File: config.mk
export PLATFORM = sky130hd
export DESIGN_NAME = ui_ctrl
export DESIGN_NICKNAME = d
export VERILOG_FILES = /design/src/shared/ui_pkg.sv /design/src/ui_ctrl.sv /design/src/btn_debounce.sv
export SDC_FILE = /design/constraint.sdc
export NUM_CORES = 1
export LEC_CHECK = 0
export BUFFER_PORTS_ARGS = -buffer_cell sky130_fd_sc_hd__buf_4
export CAP_MARGIN = 25
export CORE_MARGIN = 8
export CORE_UTILIZATION = 55
export CTS_CLUSTER_DIAMETER = 30
export DETAILED_ROUTE_END_ITERATION = 6
export GPL_ROUTABILITY_DRIVEN = 0
export PLACE_DENSITY = 0.75
export SYNTH_ARGS = -nofsm -noshare
export SYNTH_HDL_FRONTEND = slang
export SYNTH_SLANG_ARGS = --single-unit
File: constraint.sdc
create_clock -name pclk -period 4 [get_ports pclk]
set_clock_uncertainty 0.15 [all_clocks]
set_input_delay 0.4 -clock pclk [delete_from_list [all_inputs] [get_ports pclk]]
set_output_delay 0.4 -clock pclk [all_outputs]
set_load 0.02 [all_outputs]
File: src/shared/ui_pkg.sv
// package of the front-panel button and indicator controller
// assumes a 100 MHz pclk and an apb master with 32-bit data
package ui_pkg;

    // =====================================================
    // timing
    localparam int CLK_PERIOD_NS  = 10;
    localparam int TICK_PERIOD_NS = 1000000;
    localparam int MS_CYCLES      = TICK_PERIOD_NS / CLK_PERIOD_NS;
    localparam int FAST_PERIOD_MS = 100;
    localparam int FAST_ON_MS     = 50;
    localparam int FAST_FLASHES   = 8;
    localparam int SLOW_PERIOD_MS = 1000;
    localparam int SLOW_ON_MS     = 500;
    localparam int SLOW_FLASHES   = 2;
    localparam int ACK_PERIOD_MS  = 200;
    localparam int ACK_ON_MS      = 100;
    localparam int ACK_FLASHES    = 2;
    localparam int LEAD_HOLD_MIN  = 1;
    localparam int LEAD_HOLD_MS   = LEAD_HOLD_MIN * 60000;
    localparam int BLINK_PERIOD_S = 1;
    localparam int BLINK_PERIOD_MS = BLINK_PERIOD_S * 1000;
    localparam int BLINK_ON_MS    = BLINK_PERIOD_MS / 8;
    localparam int DEBOUNCE_MS    = 20;
    localparam int COMBO_MS       = 100;

    // =====================================================
    // sizes
    localparam int NUM_LEADS   = 6;
    localparam int NUM_BUTTONS = 3;
    localparam int BTN_LEAD    = 0;
    localparam int BTN_GRAPH   = 1;
    localparam int BTN_EVENT   = 2;

    // =====================================================
    // register map
    localparam logic [7:0] OFS_CTRL      = 8'h00;
    localparam logic [7:0] OFS_PAUSE_DUR = 8'h04;
    localparam logic [7:0] OFS_CONFIG    = 8'h08;
    localparam logic [7:0] OFS_STATUS    = 8'h0C;
    localparam logic [7:0] OFS_IRQ_STS   = 8'h10;
    localparam logic [7:0] OFS_IRQ_CLR   = 8'h14;
    localparam logic [7:0] OFS_IRQ_EN    = 8'h18;

    localparam int CTRL_EVENT_EN_BIT = 0;
    localparam int CTRL_SERVICE_BIT  = 1;
    localparam logic [1:0]  CTRL_RESET      = 2'h1;
    localparam logic [15:0] PAUSE_DUR_RESET = 16'h012C;
    localparam int CFG_LEAD_POS = 16;

    // irq and message bits
    localparam int EV_MSG_SENT    = 0;
    localparam int EV_PAUSE_START = 1;
    localparam int EV_PAUSE_END   = 2;
    localparam int EV_CFG_LOADED  = 3;

    typedef enum logic [1:0] {
        MSG_STRIP,
        MSG_PAUSE_ON,
        MSG_PAUSE_OFF,
        MSG_EVENT
    } msg_code_t;

    typedef enum logic [1:0] {
        PH_FAST,
        PH_SLOW,
        PH_RUN
    } phase_t;

    typedef struct packed {
        logic [15:0] ident;
        logic [2:0]  ref_lead;
    } config_t;

    typedef struct packed {
        logic        valid;
        msg_code_t   code;
    } msg_t;

endpackage

File: src/ui_ctrl.sv
// front-panel button and indicator controller with apb registers
// assumes synchronous inputs, one clock pclk, apb master outside
`timescale 1ns/1ps
module ui_ctrl
    import ui_pkg::*;
#(
    parameter int MS_DIV = MS_CYCLES
)
(
    input  wire logic                   pclk,
    input  wire logic                   presetn,
    input  wire logic                   psel,
    input  wire logic                   penable,
    input  wire logic                   pwrite,
    input  wire logic [7:0]             paddr,
    input  wire logic [31:0]            pwdata,
    output logic      [31:0]            prdata,
    output logic                        pready,
    output logic                        pslverr,
    input  wire logic [NUM_BUTTONS-1:0] button,
    input  wire logic [NUM_LEADS-1:0]   lead_good,
    input  wire logic                   battery_low,
    input  wire logic                   prog_valid,
    input  wire config_t                prog_cfg,
    output logic      [NUM_LEADS-1:0]   lead_led,
    output logic                        battery_led,
    output logic                        pause_led,
    output msg_t                        msg,
    output logic                        irq
);

    // =====================================================
    // state
    typedef struct packed {
        logic [16:0]          div;
        logic                 tick;
        phase_t               phase;
        logic [9:0]           seq_ms;
        logic [3:0]           seq_cnt;
        logic [1:0]           ack_cnt;
        logic [7:0]           ack_ms;
        logic                 lead_on;
        logic [15:0]          lead_ms;
        logic [NUM_LEADS-1:0] lead_mask;
        logic [9:0]           blink_ms;
        logic                 pause_act;
        logic [9:0]           pause_ms;
        logic [15:0]          pause_sec;
        logic                 pend;
        logic [6:0]           pend_ms;
        logic                 pend_lead;
        logic                 pend_graph;
        logic                 pend_both;
        logic [3:0]           req;
        logic [1:0]           ctrl;
        logic [15:0]          pause_dur;
        config_t              cfg;
        logic [3:0]           irq_sts;
        logic [3:0]           irq_en;
        logic [31:0]          prdata;
        logic                 pready;
        logic                 pslverr;
        logic [NUM_LEADS-1:0] lead_led;
        logic                 battery_led;
        logic                 pause_led;
        msg_t                 msg;
        logic                 irq;
    } ui_state_t;

    ui_state_t state_ff;
    ui_state_t nxt_state;

    logic [NUM_BUTTONS-1:0] btn_level;
    logic [NUM_BUTTONS-1:0] btn_press;

    // =====================================================
    // button filter
    // debounce inputs
    btn_debounce u_debounce (
        .pclk    (pclk),
        .presetn (presetn),
        .tick    (state_ff.tick),
        .raw     (button),
        .level   (btn_level),
        .press   (btn_press)
    );

    // lowest pending request
    function automatic logic [3:0] first_bit(input logic [3:0] v);
        logic [3:0] r;
        r = v & (~v + 4'h1);
        return r;
    endfunction

    function automatic logic [1:0] bit_index(input logic [3:0] v);
        logic [1:0] r;
        r = 2'h0;
        for (int i = 3; i >= 0; i--) begin
            if (v[i]) begin
                r = 2'(i);
            end
        end
        return r;
    endfunction

    // =====================================================
    // next state
    always_comb begin
        logic       run;
        logic       service;
        logic       resolve;
        logic       flash;
        logic [3:0] new_req;
        logic [3:0] ev;
        logic [3:0] sent;
        logic       apb_go;
        run       = (state_ff.phase == PH_RUN);
        service   = state_ff.ctrl[CTRL_SERVICE_BIT];
        resolve   = 1'b0;
        flash     = 1'b0;
        new_req   = '0;
        ev        = '0;
        sent      = '0;
        apb_go    = 1'b0;
        nxt_state = state_ff;
        nxt_state.tick = 1'b0;

        // millisecond tick
        if (state_ff.div == 17'(MS_DIV - 1)) begin
            nxt_state.div  = '0;
            nxt_state.tick = 1'b1;
        end else begin
            nxt_state.div = state_ff.div + 17'h00001;
        end

        if (state_ff.tick) begin
            if (state_ff.blink_ms == 10'(BLINK_PERIOD_MS - 1)) begin
                nxt_state.blink_ms = '0;
            end else begin
                nxt_state.blink_ms = state_ff.blink_ms + 10'h001;
            end
        end

        if (!run && state_ff.tick) begin
            if ((state_ff.phase == PH_FAST
                 && state_ff.seq_ms == 10'(FAST_PERIOD_MS - 1))
                || (state_ff.phase == PH_SLOW
                 && state_ff.seq_ms == 10'(SLOW_PERIOD_MS - 1))) begin
                nxt_state.seq_ms  = '0;
                nxt_state.seq_cnt = state_ff.seq_cnt + 4'h1;
                if (state_ff.phase == PH_FAST
                    && state_ff.seq_cnt == 4'(FAST_FLASHES - 1)) begin
                    nxt_state.phase   = PH_SLOW;
                    nxt_state.seq_cnt = '0;
                end else if (state_ff.phase == PH_SLOW
                    && state_ff.seq_cnt == 4'(SLOW_FLASHES - 1)) begin
                    nxt_state.phase   = PH_RUN;
                    nxt_state.seq_cnt = '0;
                end
            end else begin
                nxt_state.seq_ms = state_ff.seq_ms + 10'h001;
            end
        end

        // overlap window for the two-button combination
        // service mode ignores lead and graph buttons
        if (run && !service) begin
            if (btn_press[BTN_LEAD] || btn_press[BTN_GRAPH]) begin
                nxt_state.pend = 1'b1;
                nxt_state.pend_lead  = state_ff.pend_lead
                                       | btn_press[BTN_LEAD];
                nxt_state.pend_graph = state_ff.pend_graph
                                       | btn_press[BTN_GRAPH];
            end
            if (state_ff.pend) begin
                if (btn_level[BTN_LEAD] && btn_level[BTN_GRAPH]) begin
                    nxt_state.pend_both = 1'b1;
                end
                if (state_ff.tick) begin
                    if (state_ff.pend_ms == 7'(COMBO_MS - 1)) begin
                        resolve = 1'b1;
                    end else begin
                        nxt_state.pend_ms = state_ff.pend_ms + 7'h01;
                    end
                end
            end
        end else begin
            nxt_state.pend       = 1'b0;
            nxt_state.pend_ms    = '0;
            nxt_state.pend_lead  = 1'b0;
            nxt_state.pend_graph = 1'b0;
            nxt_state.pend_both  = 1'b0;
        end

        if (resolve) begin
            nxt_state.pend       = 1'b0;
            nxt_state.pend_ms    = '0;
            nxt_state.pend_lead  = 1'b0;
            nxt_state.pend_graph = 1'b0;
            nxt_state.pend_both  = 1'b0;
            flash = 1'b1;
            if (state_ff.pend_both
                || (state_ff.pend_lead && state_ff.pend_graph)) begin
                if (state_ff.pause_act) begin
                    nxt_state.pause_act    = 1'b0;
                    new_req[MSG_PAUSE_OFF] = 1'b1;
                    ev[EV_PAUSE_END]       = 1'b1;
                end else begin
                    nxt_state.pause_act   = 1'b1;
                    nxt_state.pause_ms    = '0;
                    nxt_state.pause_sec   = '0;
                    new_req[MSG_PAUSE_ON] = 1'b1;
                    ev[EV_PAUSE_START]    = 1'b1;
                end
            end else if (state_ff.pend_graph) begin
                new_req[MSG_STRIP] = 1'b1;
            end else begin
                // latch good leads for one minute
                nxt_state.lead_on   = 1'b1;
                nxt_state.lead_ms   = '0;
                nxt_state.lead_mask = lead_good;
            end
        end

        if (run && btn_press[BTN_EVENT]) begin
            flash = 1'b1;
            new_req[MSG_EVENT] = state_ff.ctrl[CTRL_EVENT_EN_BIT];
        end

        if (flash) begin
            nxt_state.ack_cnt = 2'(ACK_FLASHES);
            nxt_state.ack_ms  = '0;
        end else if (state_ff.ack_cnt != 2'h0 && state_ff.tick) begin
            if (state_ff.ack_ms == 8'(ACK_PERIOD_MS - 1)) begin
                nxt_state.ack_ms  = '0;
                nxt_state.ack_cnt = state_ff.ack_cnt - 2'h1;
            end else begin
                nxt_state.ack_ms = state_ff.ack_ms + 8'h01;
            end
        end

        if (state_ff.lead_on && state_ff.tick && !resolve) begin
            if (state_ff.lead_ms == 16'(LEAD_HOLD_MS - 1)) begin
                nxt_state.lead_on = 1'b0;
            end else begin
                nxt_state.lead_ms = state_ff.lead_ms + 16'h0001;
            end
        end

        if (state_ff.pause_act && state_ff.tick && !resolve) begin
            if (state_ff.pause_ms == 10'(BLINK_PERIOD_MS - 1)) begin
                nxt_state.pause_ms  = '0;
                nxt_state.pause_sec = state_ff.pause_sec + 16'h0001;
                if (state_ff.pause_sec + 16'h0001
                    >= state_ff.pause_dur) begin
                    nxt_state.pause_act    = 1'b0;
                    new_req[MSG_PAUSE_OFF] = 1'b1;
                    ev[EV_PAUSE_END]       = 1'b1;
                end
            end else begin
                nxt_state.pause_ms = state_ff.pause_ms + 10'h001;
            end
        end

        // one message per cycle, lowest code first
        sent = first_bit(state_ff.req);
        nxt_state.req       = (state_ff.req & ~sent) | new_req;
        nxt_state.msg.valid = (sent != 4'h0);
        nxt_state.msg.code  = msg_code_t'(bit_index(sent));
        ev[EV_MSG_SENT]     = (sent != 4'h0);

        if (prog_valid) begin
            nxt_state.cfg       = prog_cfg;
            ev[EV_CFG_LOADED]   = 1'b1;
        end

        // apb slave, one wait state
        nxt_state.pready  = psel && penable && !state_ff.pready;
        nxt_state.pslverr = 1'b0;
        if (psel && penable && !state_ff.pready) begin
            nxt_state.prdata = '0;
            unique case (paddr)
                OFS_CTRL:      nxt_state.prdata[1:0] = state_ff.ctrl;
                OFS_PAUSE_DUR: nxt_state.prdata[15:0] = state_ff.pause_dur;
                OFS_CONFIG: begin
                    nxt_state.prdata[15:0] = state_ff.cfg.ident;
                    nxt_state.prdata[CFG_LEAD_POS +: 3] =
                        state_ff.cfg.ref_lead;
                end
                OFS_STATUS: begin
                    nxt_state.prdata[1:0]  = state_ff.phase;
                    nxt_state.prdata[2]    = state_ff.pause_act;
                    nxt_state.prdata[3]    = battery_low;
                    nxt_state.prdata[4]    = state_ff.lead_on;
                    nxt_state.prdata[13:8] = state_ff.lead_mask;
                end
                OFS_IRQ_STS:   nxt_state.prdata[3:0] = state_ff.irq_sts;
                OFS_IRQ_CLR:   nxt_state.prdata = '0;
                OFS_IRQ_EN:    nxt_state.prdata[3:0] = state_ff.irq_en;
                default:       nxt_state.pslverr = 1'b1;
            endcase
        end
        apb_go = psel && penable && state_ff.pready && pwrite
                 && !state_ff.pslverr;

        // sticky status, set wins over clear
        nxt_state.irq_sts = state_ff.irq_sts | ev;
        if (apb_go) begin
            unique case (paddr)
                OFS_CTRL:      nxt_state.ctrl = pwdata[1:0];
                OFS_PAUSE_DUR: nxt_state.pause_dur = pwdata[15:0];
                OFS_IRQ_CLR:   nxt_state.irq_sts =
                                   (state_ff.irq_sts & ~pwdata[3:0]) | ev;
                OFS_IRQ_EN:    nxt_state.irq_en = pwdata[3:0];
                default:       nxt_state.ctrl = state_ff.ctrl;
            endcase
        end
        nxt_state.irq = |(nxt_state.irq_sts & nxt_state.irq_en);

        // indicator outputs, startup then ack then lead hold
        if (nxt_state.phase == PH_FAST) begin
            nxt_state.lead_led = {NUM_LEADS{
                nxt_state.seq_ms < 10'(FAST_ON_MS)}};
        end else if (nxt_state.phase == PH_SLOW) begin
            nxt_state.lead_led = {NUM_LEADS{
                nxt_state.seq_ms < 10'(SLOW_ON_MS)}};
        end else if (nxt_state.ack_cnt != 2'h0) begin
            nxt_state.lead_led = {NUM_LEADS{
                nxt_state.ack_ms < 8'(ACK_ON_MS)}};
        end else if (nxt_state.lead_on) begin
            nxt_state.lead_led = nxt_state.lead_mask;
        end else begin
            nxt_state.lead_led = '0;
        end
        nxt_state.battery_led = battery_low
            && nxt_state.blink_ms < 10'(BLINK_ON_MS);
        nxt_state.pause_led = nxt_state.pause_act
            && nxt_state.blink_ms < 10'(BLINK_ON_MS);
    end

    always_ff @(posedge pclk or negedge presetn) begin
        if (!presetn) begin
            state_ff           <= '0;
            state_ff.phase     <= PH_FAST;
            state_ff.ctrl      <= CTRL_RESET;
            state_ff.pause_dur <= PAUSE_DUR_RESET;
            state_ff.lead_led  <= '1;
        end else begin
            state_ff <= nxt_state;
        end
    end

    // =====================================================
    // outputs
    assign prdata      = state_ff.prdata;
    assign pready      = state_ff.pready;
    assign pslverr     = state_ff.pslverr;
    assign lead_led    = state_ff.lead_led;
    assign battery_led = state_ff.battery_led;
    assign pause_led   = state_ff.pause_led;
    assign msg         = state_ff.msg;
    assign irq         = state_ff.irq;

endmodule

File: src/btn_debounce.sv
// debounce for the user buttons, counted in millisecond ticks
// assumes buttons are synchronous, high while pressed
`timescale 1ns/1ps
module btn_debounce
    import ui_pkg::*;
(
    input  wire logic                   pclk,
    input  wire logic                   presetn,
    input  wire logic                   tick,
    input  wire logic [NUM_BUTTONS-1:0] raw,
    output logic      [NUM_BUTTONS-1:0] level,
    output logic      [NUM_BUTTONS-1:0] press
);

    // =====================================================
    // state
    typedef struct packed {
        logic [NUM_BUTTONS-1:0][4:0] cnt;
        logic [NUM_BUTTONS-1:0]      level;
        logic [NUM_BUTTONS-1:0]      press;
    } deb_state_t;

    deb_state_t state_ff;
    deb_state_t nxt_state;

    // =====================================================
    // per-button filter
    always_comb begin
        nxt_state       = state_ff;
        nxt_state.press = '0;
        for (int i = 0; i < NUM_BUTTONS; i++) begin
            if (raw[i] == state_ff.level[i]) begin
                nxt_state.cnt[i] = '0;
            end else if (tick) begin
                if (state_ff.cnt[i] == 5'(DEBOUNCE_MS - 1)) begin
                    nxt_state.cnt[i]   = '0;
                    nxt_state.level[i] = raw[i];
                    nxt_state.press[i] = raw[i];
                end else begin
                    nxt_state.cnt[i] = state_ff.cnt[i] + 5'h01;
                end
            end
        end
    end

    always_ff @(posedge pclk or negedge presetn) begin
        if (!presetn) begin
            state_ff <= '0;
        end else begin
            state_ff <= nxt_state;
        end
    end

    assign level = state_ff.level;
    assign press = state_ff.press;

endmodule

# After elaboration in Yosys (flattened, before gate mapping)
# Cells that the tools add are included.
# W data, S select, Z words.
[totals]
regBits = 218
inputBits = 75
[op_classes]
add_sub_neg = 14
reduce_logical = 51
bitwise_logic = 15
mux = 97
magnitude_cmp = 5
eq_ne = 31
[ops]
columns = ["cell", "n"]
rows = [
  ["$mux W23", 3],
  ["$mux W10", 6],
  ["$mux W27", 2],
  ["$mux W16", 3],
  ["$mux W5", 9],
  ["$mux W38", 1],
  ["$mux W1", 36],
  ["$mux W17", 2],
  ["$add A16 B1 Y16 const B", 2],
  ["$add A10 B1 Y10 const B", 3],
  ["$eq A10 B10 Y1 const B", 3],
  ["$mux W26", 1],
  ["$eq A8 B5 Y1 const B", 3],
  ["$mux W6", 4],
  ["$mux W2", 11],
  ["$logic_and A1 B1 Y1", 21],
  ["$mux W7", 3],
  ["$mux W4", 5],
  ["$pmux W6 S3", 1],
  ["$add A17 B1 Y17 const B", 1],
  ["$eq A17 B17 Y1 const B", 1],
  ["$and A4 B4 Y4", 4],
  ["$eq A16 B16 Y1 const B", 1],
  ["$eq A8 B4 Y1 const B", 2],
  ["45 further kinds", 85],
]

# Longest topological paths before layout
[logic_depth]
ltp_word = 14
ltp_mapped = 14
ltp_nobuf = 13

# Modules after synthesis
# From an unflattened synthesis, not the netlist that was laid out.
[unflattened]
hier_cells = 1154
hier_area_um2 = 11408.4
[modules_own_cells]
columns = ["module", "area_per_inst_um2", "cells_per_inst", "seq_area_each_um2", "n_inst"]
rows = [
  ["ui_ctrl", 10283.6, 1050, 4943.5, 1],
  ["btn_debounce", 1124.8, 104, 525.5, 1],
]

# Worst setup path after synthesis
# No wires, ideal clock.
[synth_path]
path_kind = "reg-to-reg"
from = "register state_ff[106] (netlist bit)"
to = "register state_ff, in the netlist pause_led"
path_buffers = 1
stages_incl_launch_ff = 15
period_less_slack_ps = 3191
slack_ps = 809
arrival_time_ps = 2922
path_cell_list = "dfrtp_1 > ha_1 > nand2_1 > nor2_1 > and3_1 > clkbuf_1 > nand3_1 > nor2_1 > xor2_1 > ha_1 > nand4_1 > or4_1 > o22ai_1 > o21ai_0 > and3_1"
[synth_rtl]
columns = ["element", "line", "source"]
rows = [
  ["from (decl)", "ui_ctrl.sv:70", "ui_state_t state_ff;"],
  ["from (signal assigned)", "ui_ctrl.sv:349", "state_ff <= nxt_state;"],
]

==> impl_metrics.env <==
export IMPL_outcome="finished, final reports clean"
export IMPL_ys_warn_count=0
export IMPL_final_cell_mix="sky130_fd_sc_hd__dfrtp_1, sky130_fd_sc_hd__nand2_1, sky130_fd_sc_hd__nor2_1"
export IMPL_timing_final_hold_violations=0
export IMPL_die_width_um=159
export IMPL_cts_tree="done"
export IMPL_rows=52
export IMPL_numClockSinks=218
export IMPL_post_route_cells_drive_above_1_share_pct=20.1
export IMPL_ctsResizeCount=0
export IMPL_globalRoute_totalOverflow=0
export IMPL_tns_ns=0
export IMPL_flow_area_growth_from_synthesis_pct=24.5
export IMPL_power_switching_mw=1.29
export IMPL_worst_slew_pin_transition_ns=0.732
export IMPL_io_buffers=91
export IMPL_worstPathRequired_ns=4.25
export IMPL_clockRootBuffer="sky130_fd_sc_hd__clkbuf_16"
export IMPL_power_ir_vdd_worst_uv=321
export IMPL_drt_wirelength_per_cell_um=16.8
export IMPL_drc=0
export IMPL_detailedPlace_worstSlack_ns=0.338
export IMPL_synth_adder_area_share_pct=3.56
export IMPL_clkSlewWorstSetupHoldPaths_ns=0.05
export IMPL_floorplan_initialDensity_pct=55.8
export IMPL_n_antenna_cell=0
export IMPL_mostFrequentLayoutCell="sky130_fd_sc_hd__dfrtp_1"
export IMPL_leakagePower_nw=6.46
export IMPL_combinational_family_with_the_most_area_after_synthesis="simple AND/OR/NAND/NOR gates"
export IMPL_cts_made_buffers=47
export IMPL_syn_inst=1121
export IMPL_maximum_clock_insertion_buffer_count=3
export IMPL_cts_max_level=2
export IMPL_die_height_um=159
export IMPL_critPathMaxFanout=6
export IMPL_synthXorXnorAreaFrac_pct=5.22
export IMPL_power_internal_mw=5.10
export IMPL_placement_cell_area_um2=11900
export IMPL_antenna_violations_before_repair=0
export IMPL_syn_cell_area_um2=11200
export IMPL_drt_pre_antenna_iters=5
export IMPL_depth_of_the_worst_hold_timing_path=2
export IMPL_final_setup_viol_count=0
export IMPL_dp_cells=1427
export IMPL_fin_nets=1357
export IMPL_period_needed_ns=3.76
export IMPL_clkLatencyLatePin_ns=0.52
export IMPL_non_filler_cells_final=1558
export IMPL_totalPowerFinal_mw=6.39
export IMPL_drt_iter0_markers=614
export IMPL_layout_cell_area_non_filler_um2=14000
export IMPL_core_area_um2=20200
export IMPL_crit_type="reg -> reg"
export IMPL_avgViaCountPerCell=5.62
export IMPL_first_pass_grt_wire_length_um=44200
export IMPL_slew_headroom_pct=50.7
export IMPL_postSynth_asyncResetShare_pct=100
export IMPL_cell_pwr_density_nw_per_um2=456
export IMPL_design_portCount=121
export IMPL_antenna_violating_nets_post_route=0
export IMPL_grt_pass1_vias=8897
export IMPL_die_area_um2=25300
export IMPL_cell_with_the_largest_stage_delay_on_the_worst_path="sky130_fd_sc_hd__or4_1"
export IMPL_number_of_synthesized_flops_with_an_enable_pin=0
export IMPL_class_of_the_worst_hold_path="in -> reg"
export IMPL_cap_viol_max_count=0
export IMPL_route_final_wire_length_um=26200
export IMPL_power_share_switching_pct=20.2
export IMPL_muxShareOfSynthArea_pct=6.76
export IMPL_fin_crit_sh_pct=94.0
export IMPL_power_share_clock_pct=61.3
export IMPL_ff2ff_path_depth=13
export IMPL_fmax_mhz=266
export IMPL_arrival_ns=4.02
export IMPL_synth_yosys_seq_area_share_pct=48.6
export IMPL_final_worst_path_setup_slack_ns=0.239
export IMPL_synth_compound_gate_area_share_pct=11.1
export IMPL_seqPwrFrac_pct=35.3
export IMPL_pwr_share_comb_pct=3.4
export IMPL_syn_mean_instance_area_um2=10.0
export IMPL_grt_start_max_net_pins=94
export IMPL_cp_end_kind="flip-flop"
export IMPL_drv_slew=0
export IMPL_vias=8754
export IMPL_cp_cell_sequence="ha_1 -> nand2_1 -> nor2_1 -> and3_1 -> nand3_1 -> nor2_1 -> xor2_1 -> ha_1 -> nand4_1 -> or4_1 -> o22ai_1 -> o21ai_0 -> and3_1"
export IMPL_yosys_area_share_simple_pct=19.2
export IMPL_synthDistinctLibCells=79
export IMPL_ys_flop_type="sky130_fd_sc_hd__dfrtp_1"
export IMPL_rsz0062_at_grt="false"
export IMPL_grt_use_total_pct=20.6
export IMPL_dpl_hpwl_um=17100
export IMPL_setup_worst_path_start_class="flip-flop"
export IMPL_slowest_delay_ns=0.50
export IMPL_synth_ff_latch_count=218
cell type report:
| class | count | area (um^2) |
|---|---|---|
| tap | 270 | 338 |
| multi-input combinational | 803 | 5210 |
| sequential | 218 | 5470 |
| clock buffer | 71 | 1430 |
| fill | 1493 | 6160 |
| clock inverter | 16 | 218 |
| inverter | 36 | 135 |
| timing repair buffer | 144 | 1210 |
routing by layer:
metal / share of wire, % / vias up / track usage [%]
met2: 48 / 264 / 33.7
met4: 2.3 / 0 / 6.56
met5: 0 / - / 0
met3: 5.6 / 52 / 4.96
met1: 44 / 4262 / 26.6
li1: - / 4176 / -
synth_stat cells (4+ instances only):
master | number | share of area (%)
sky130_fd_sc_hd__mux2_2 | 52 | 5.2
sky130_fd_sc_hd__nor3_1 | 25 | 1.1
sky130_fd_sc_hd__clkbuf_1 | 27 | 0.90
sky130_fd_sc_hd__xor2_1 | 27 | 2.1
sky130_fd_sc_hd__o21ai_1 | 6 | 0.27
sky130_fd_sc_hd__nand3_1 | 54 | 2.4
sky130_fd_sc_hd__and2_1 | 6 | 0.33
sky130_fd_sc_hd__buf_4 | 42 | 2.8
sky130_fd_sc_hd__nor3b_1 | 6 | 0.40
sky130_fd_sc_hd__ha_1 | 32 | 3.6
sky130_fd_sc_hd__a21oi_1 | 33 | 1.5
sky130_fd_sc_hd__and3_1 | 22 | 1.2
sky130_fd_sc_hd__nor4_1 | 8 | 0.44
sky130_fd_sc_hd__buf_6 | 5 | 0.50
sky130_fd_sc_hd__nor2_1 | 104 | 3.5
sky130_fd_sc_hd__dfstp_2 | 11 | 2.6
sky130_fd_sc_hd__or3_1 | 8 | 0.44
sky130_fd_sc_hd__a21o_1 | 10 | 0.67
sky130_fd_sc_hd__nand4_1 | 22 | 1.2
sky130_fd_sc_hd__a22o_1 | 12 | 0.93
sky130_fd_sc_hd__xnor2_1 | 40 | 3.1
sky130_fd_sc_hd__a22oi_1 | 13 | 0.87
sky130_fd_sc_hd__nand2b_1 | 10 | 0.56
sky130_fd_sc_hd__nor2b_1 | 17 | 0.95
sky130_fd_sc_hd__mux2i_1 | 13 | 1.2
sky130_fd_sc_hd__o21ai_0 | 69 | 3.1
sky130_fd_sc_hd__a31oi_1 | 9 | 0.50
sky130_fd_sc_hd__inv_1 | 36 | 1.2
sky130_fd_sc_hd__or4_1 | 5 | 0.33
sky130_fd_sc_hd__o31ai_1 | 6 | 0.40
sky130_fd_sc_hd__and4_1 | 4 | 0.31
sky130_fd_sc_hd__nand2_1 | 114 | 3.8
sky130_fd_sc_hd__dfrtp_1 | 207 | 46
worst paths after layout:
check | slack [ns] | start | endpoint
min in group asynchronous | 0.34 | presetn | state_ff[54]
worst max register to register | 0.24 | state_ff[106] | pause_led
worst min-delay path | 0.03 | pwdata[0] | state_ff[73]
worst min register to register | 0.32 | u_debounce.level[2] | u_debounce.press[2]
max in group asynchronous | 2.42 | presetn | lead_led[0]
worst max-delay path | 0.24 | state_ff[106] | pause_led
per-stage QoR:
step / utilization [%] / hold WS (ns)
floorplan: - / -0.0456
global placement: 59.1 / 0.302
detailed placement: 59.1 / 0.309
CTS: 69.5 / 0.00303
global route: 69.5 / 0.0110
finish: 69.5 / 0.0277
cells by family (layout without fill, tap and decap cells):
family,count (synthesis),after routing
AOI/OAI and AO/OA,192,192
xor gates and xnor gates,67,67
other,1,13
adders and majority gates,32,32
and+or+nand+nor,432,432
muxes,67,67
buffers and inverters,112,267
DFF,218,218
sequential cells by signal, summed over array words and instances, names as in the netlist:
signal               cells
state_ff               164
msg                      3
pready                   1
u_debounce.state_ff     15
pause_led                1
pslverr                  1
u_debounce.level         3
irq                      1
battery_led              1
lead_led                 6
u_debounce.press         3
prdata                  19
what timing repair did:
item                                   in CTS  in global routing
endpoints found under the hold margin     127                  0
hold buffers                               44                  0
setup buffers                               0                  0
critical path: cells and delay by family, from the launching register on:
family	cells	cell delay (ns)
DFF	1	0.42
xor gates and xnor gates	1	0.11
and+or+nand+nor	8	1.87
AOI/OAI and AO/OA	2	0.50
adders and majority gates	2	0.60
power groups by stage:
stage | Combinational [mW] | Clock, mW | Sequential, mW
2_1_floorplan | 0.0763 | 0 | 2.28
5_1_grt | 0.241 | 4.10 | 2.25
6_report | 0.220 | 3.92 | 2.25
3_3_place_gp | 0.181 | 0 | 2.28
4_1_cts | 0.221 | 3.97 | 2.25
3_5_place_dp | 0.183 | 0 | 2.28
(Power assumes the default switching activity.)
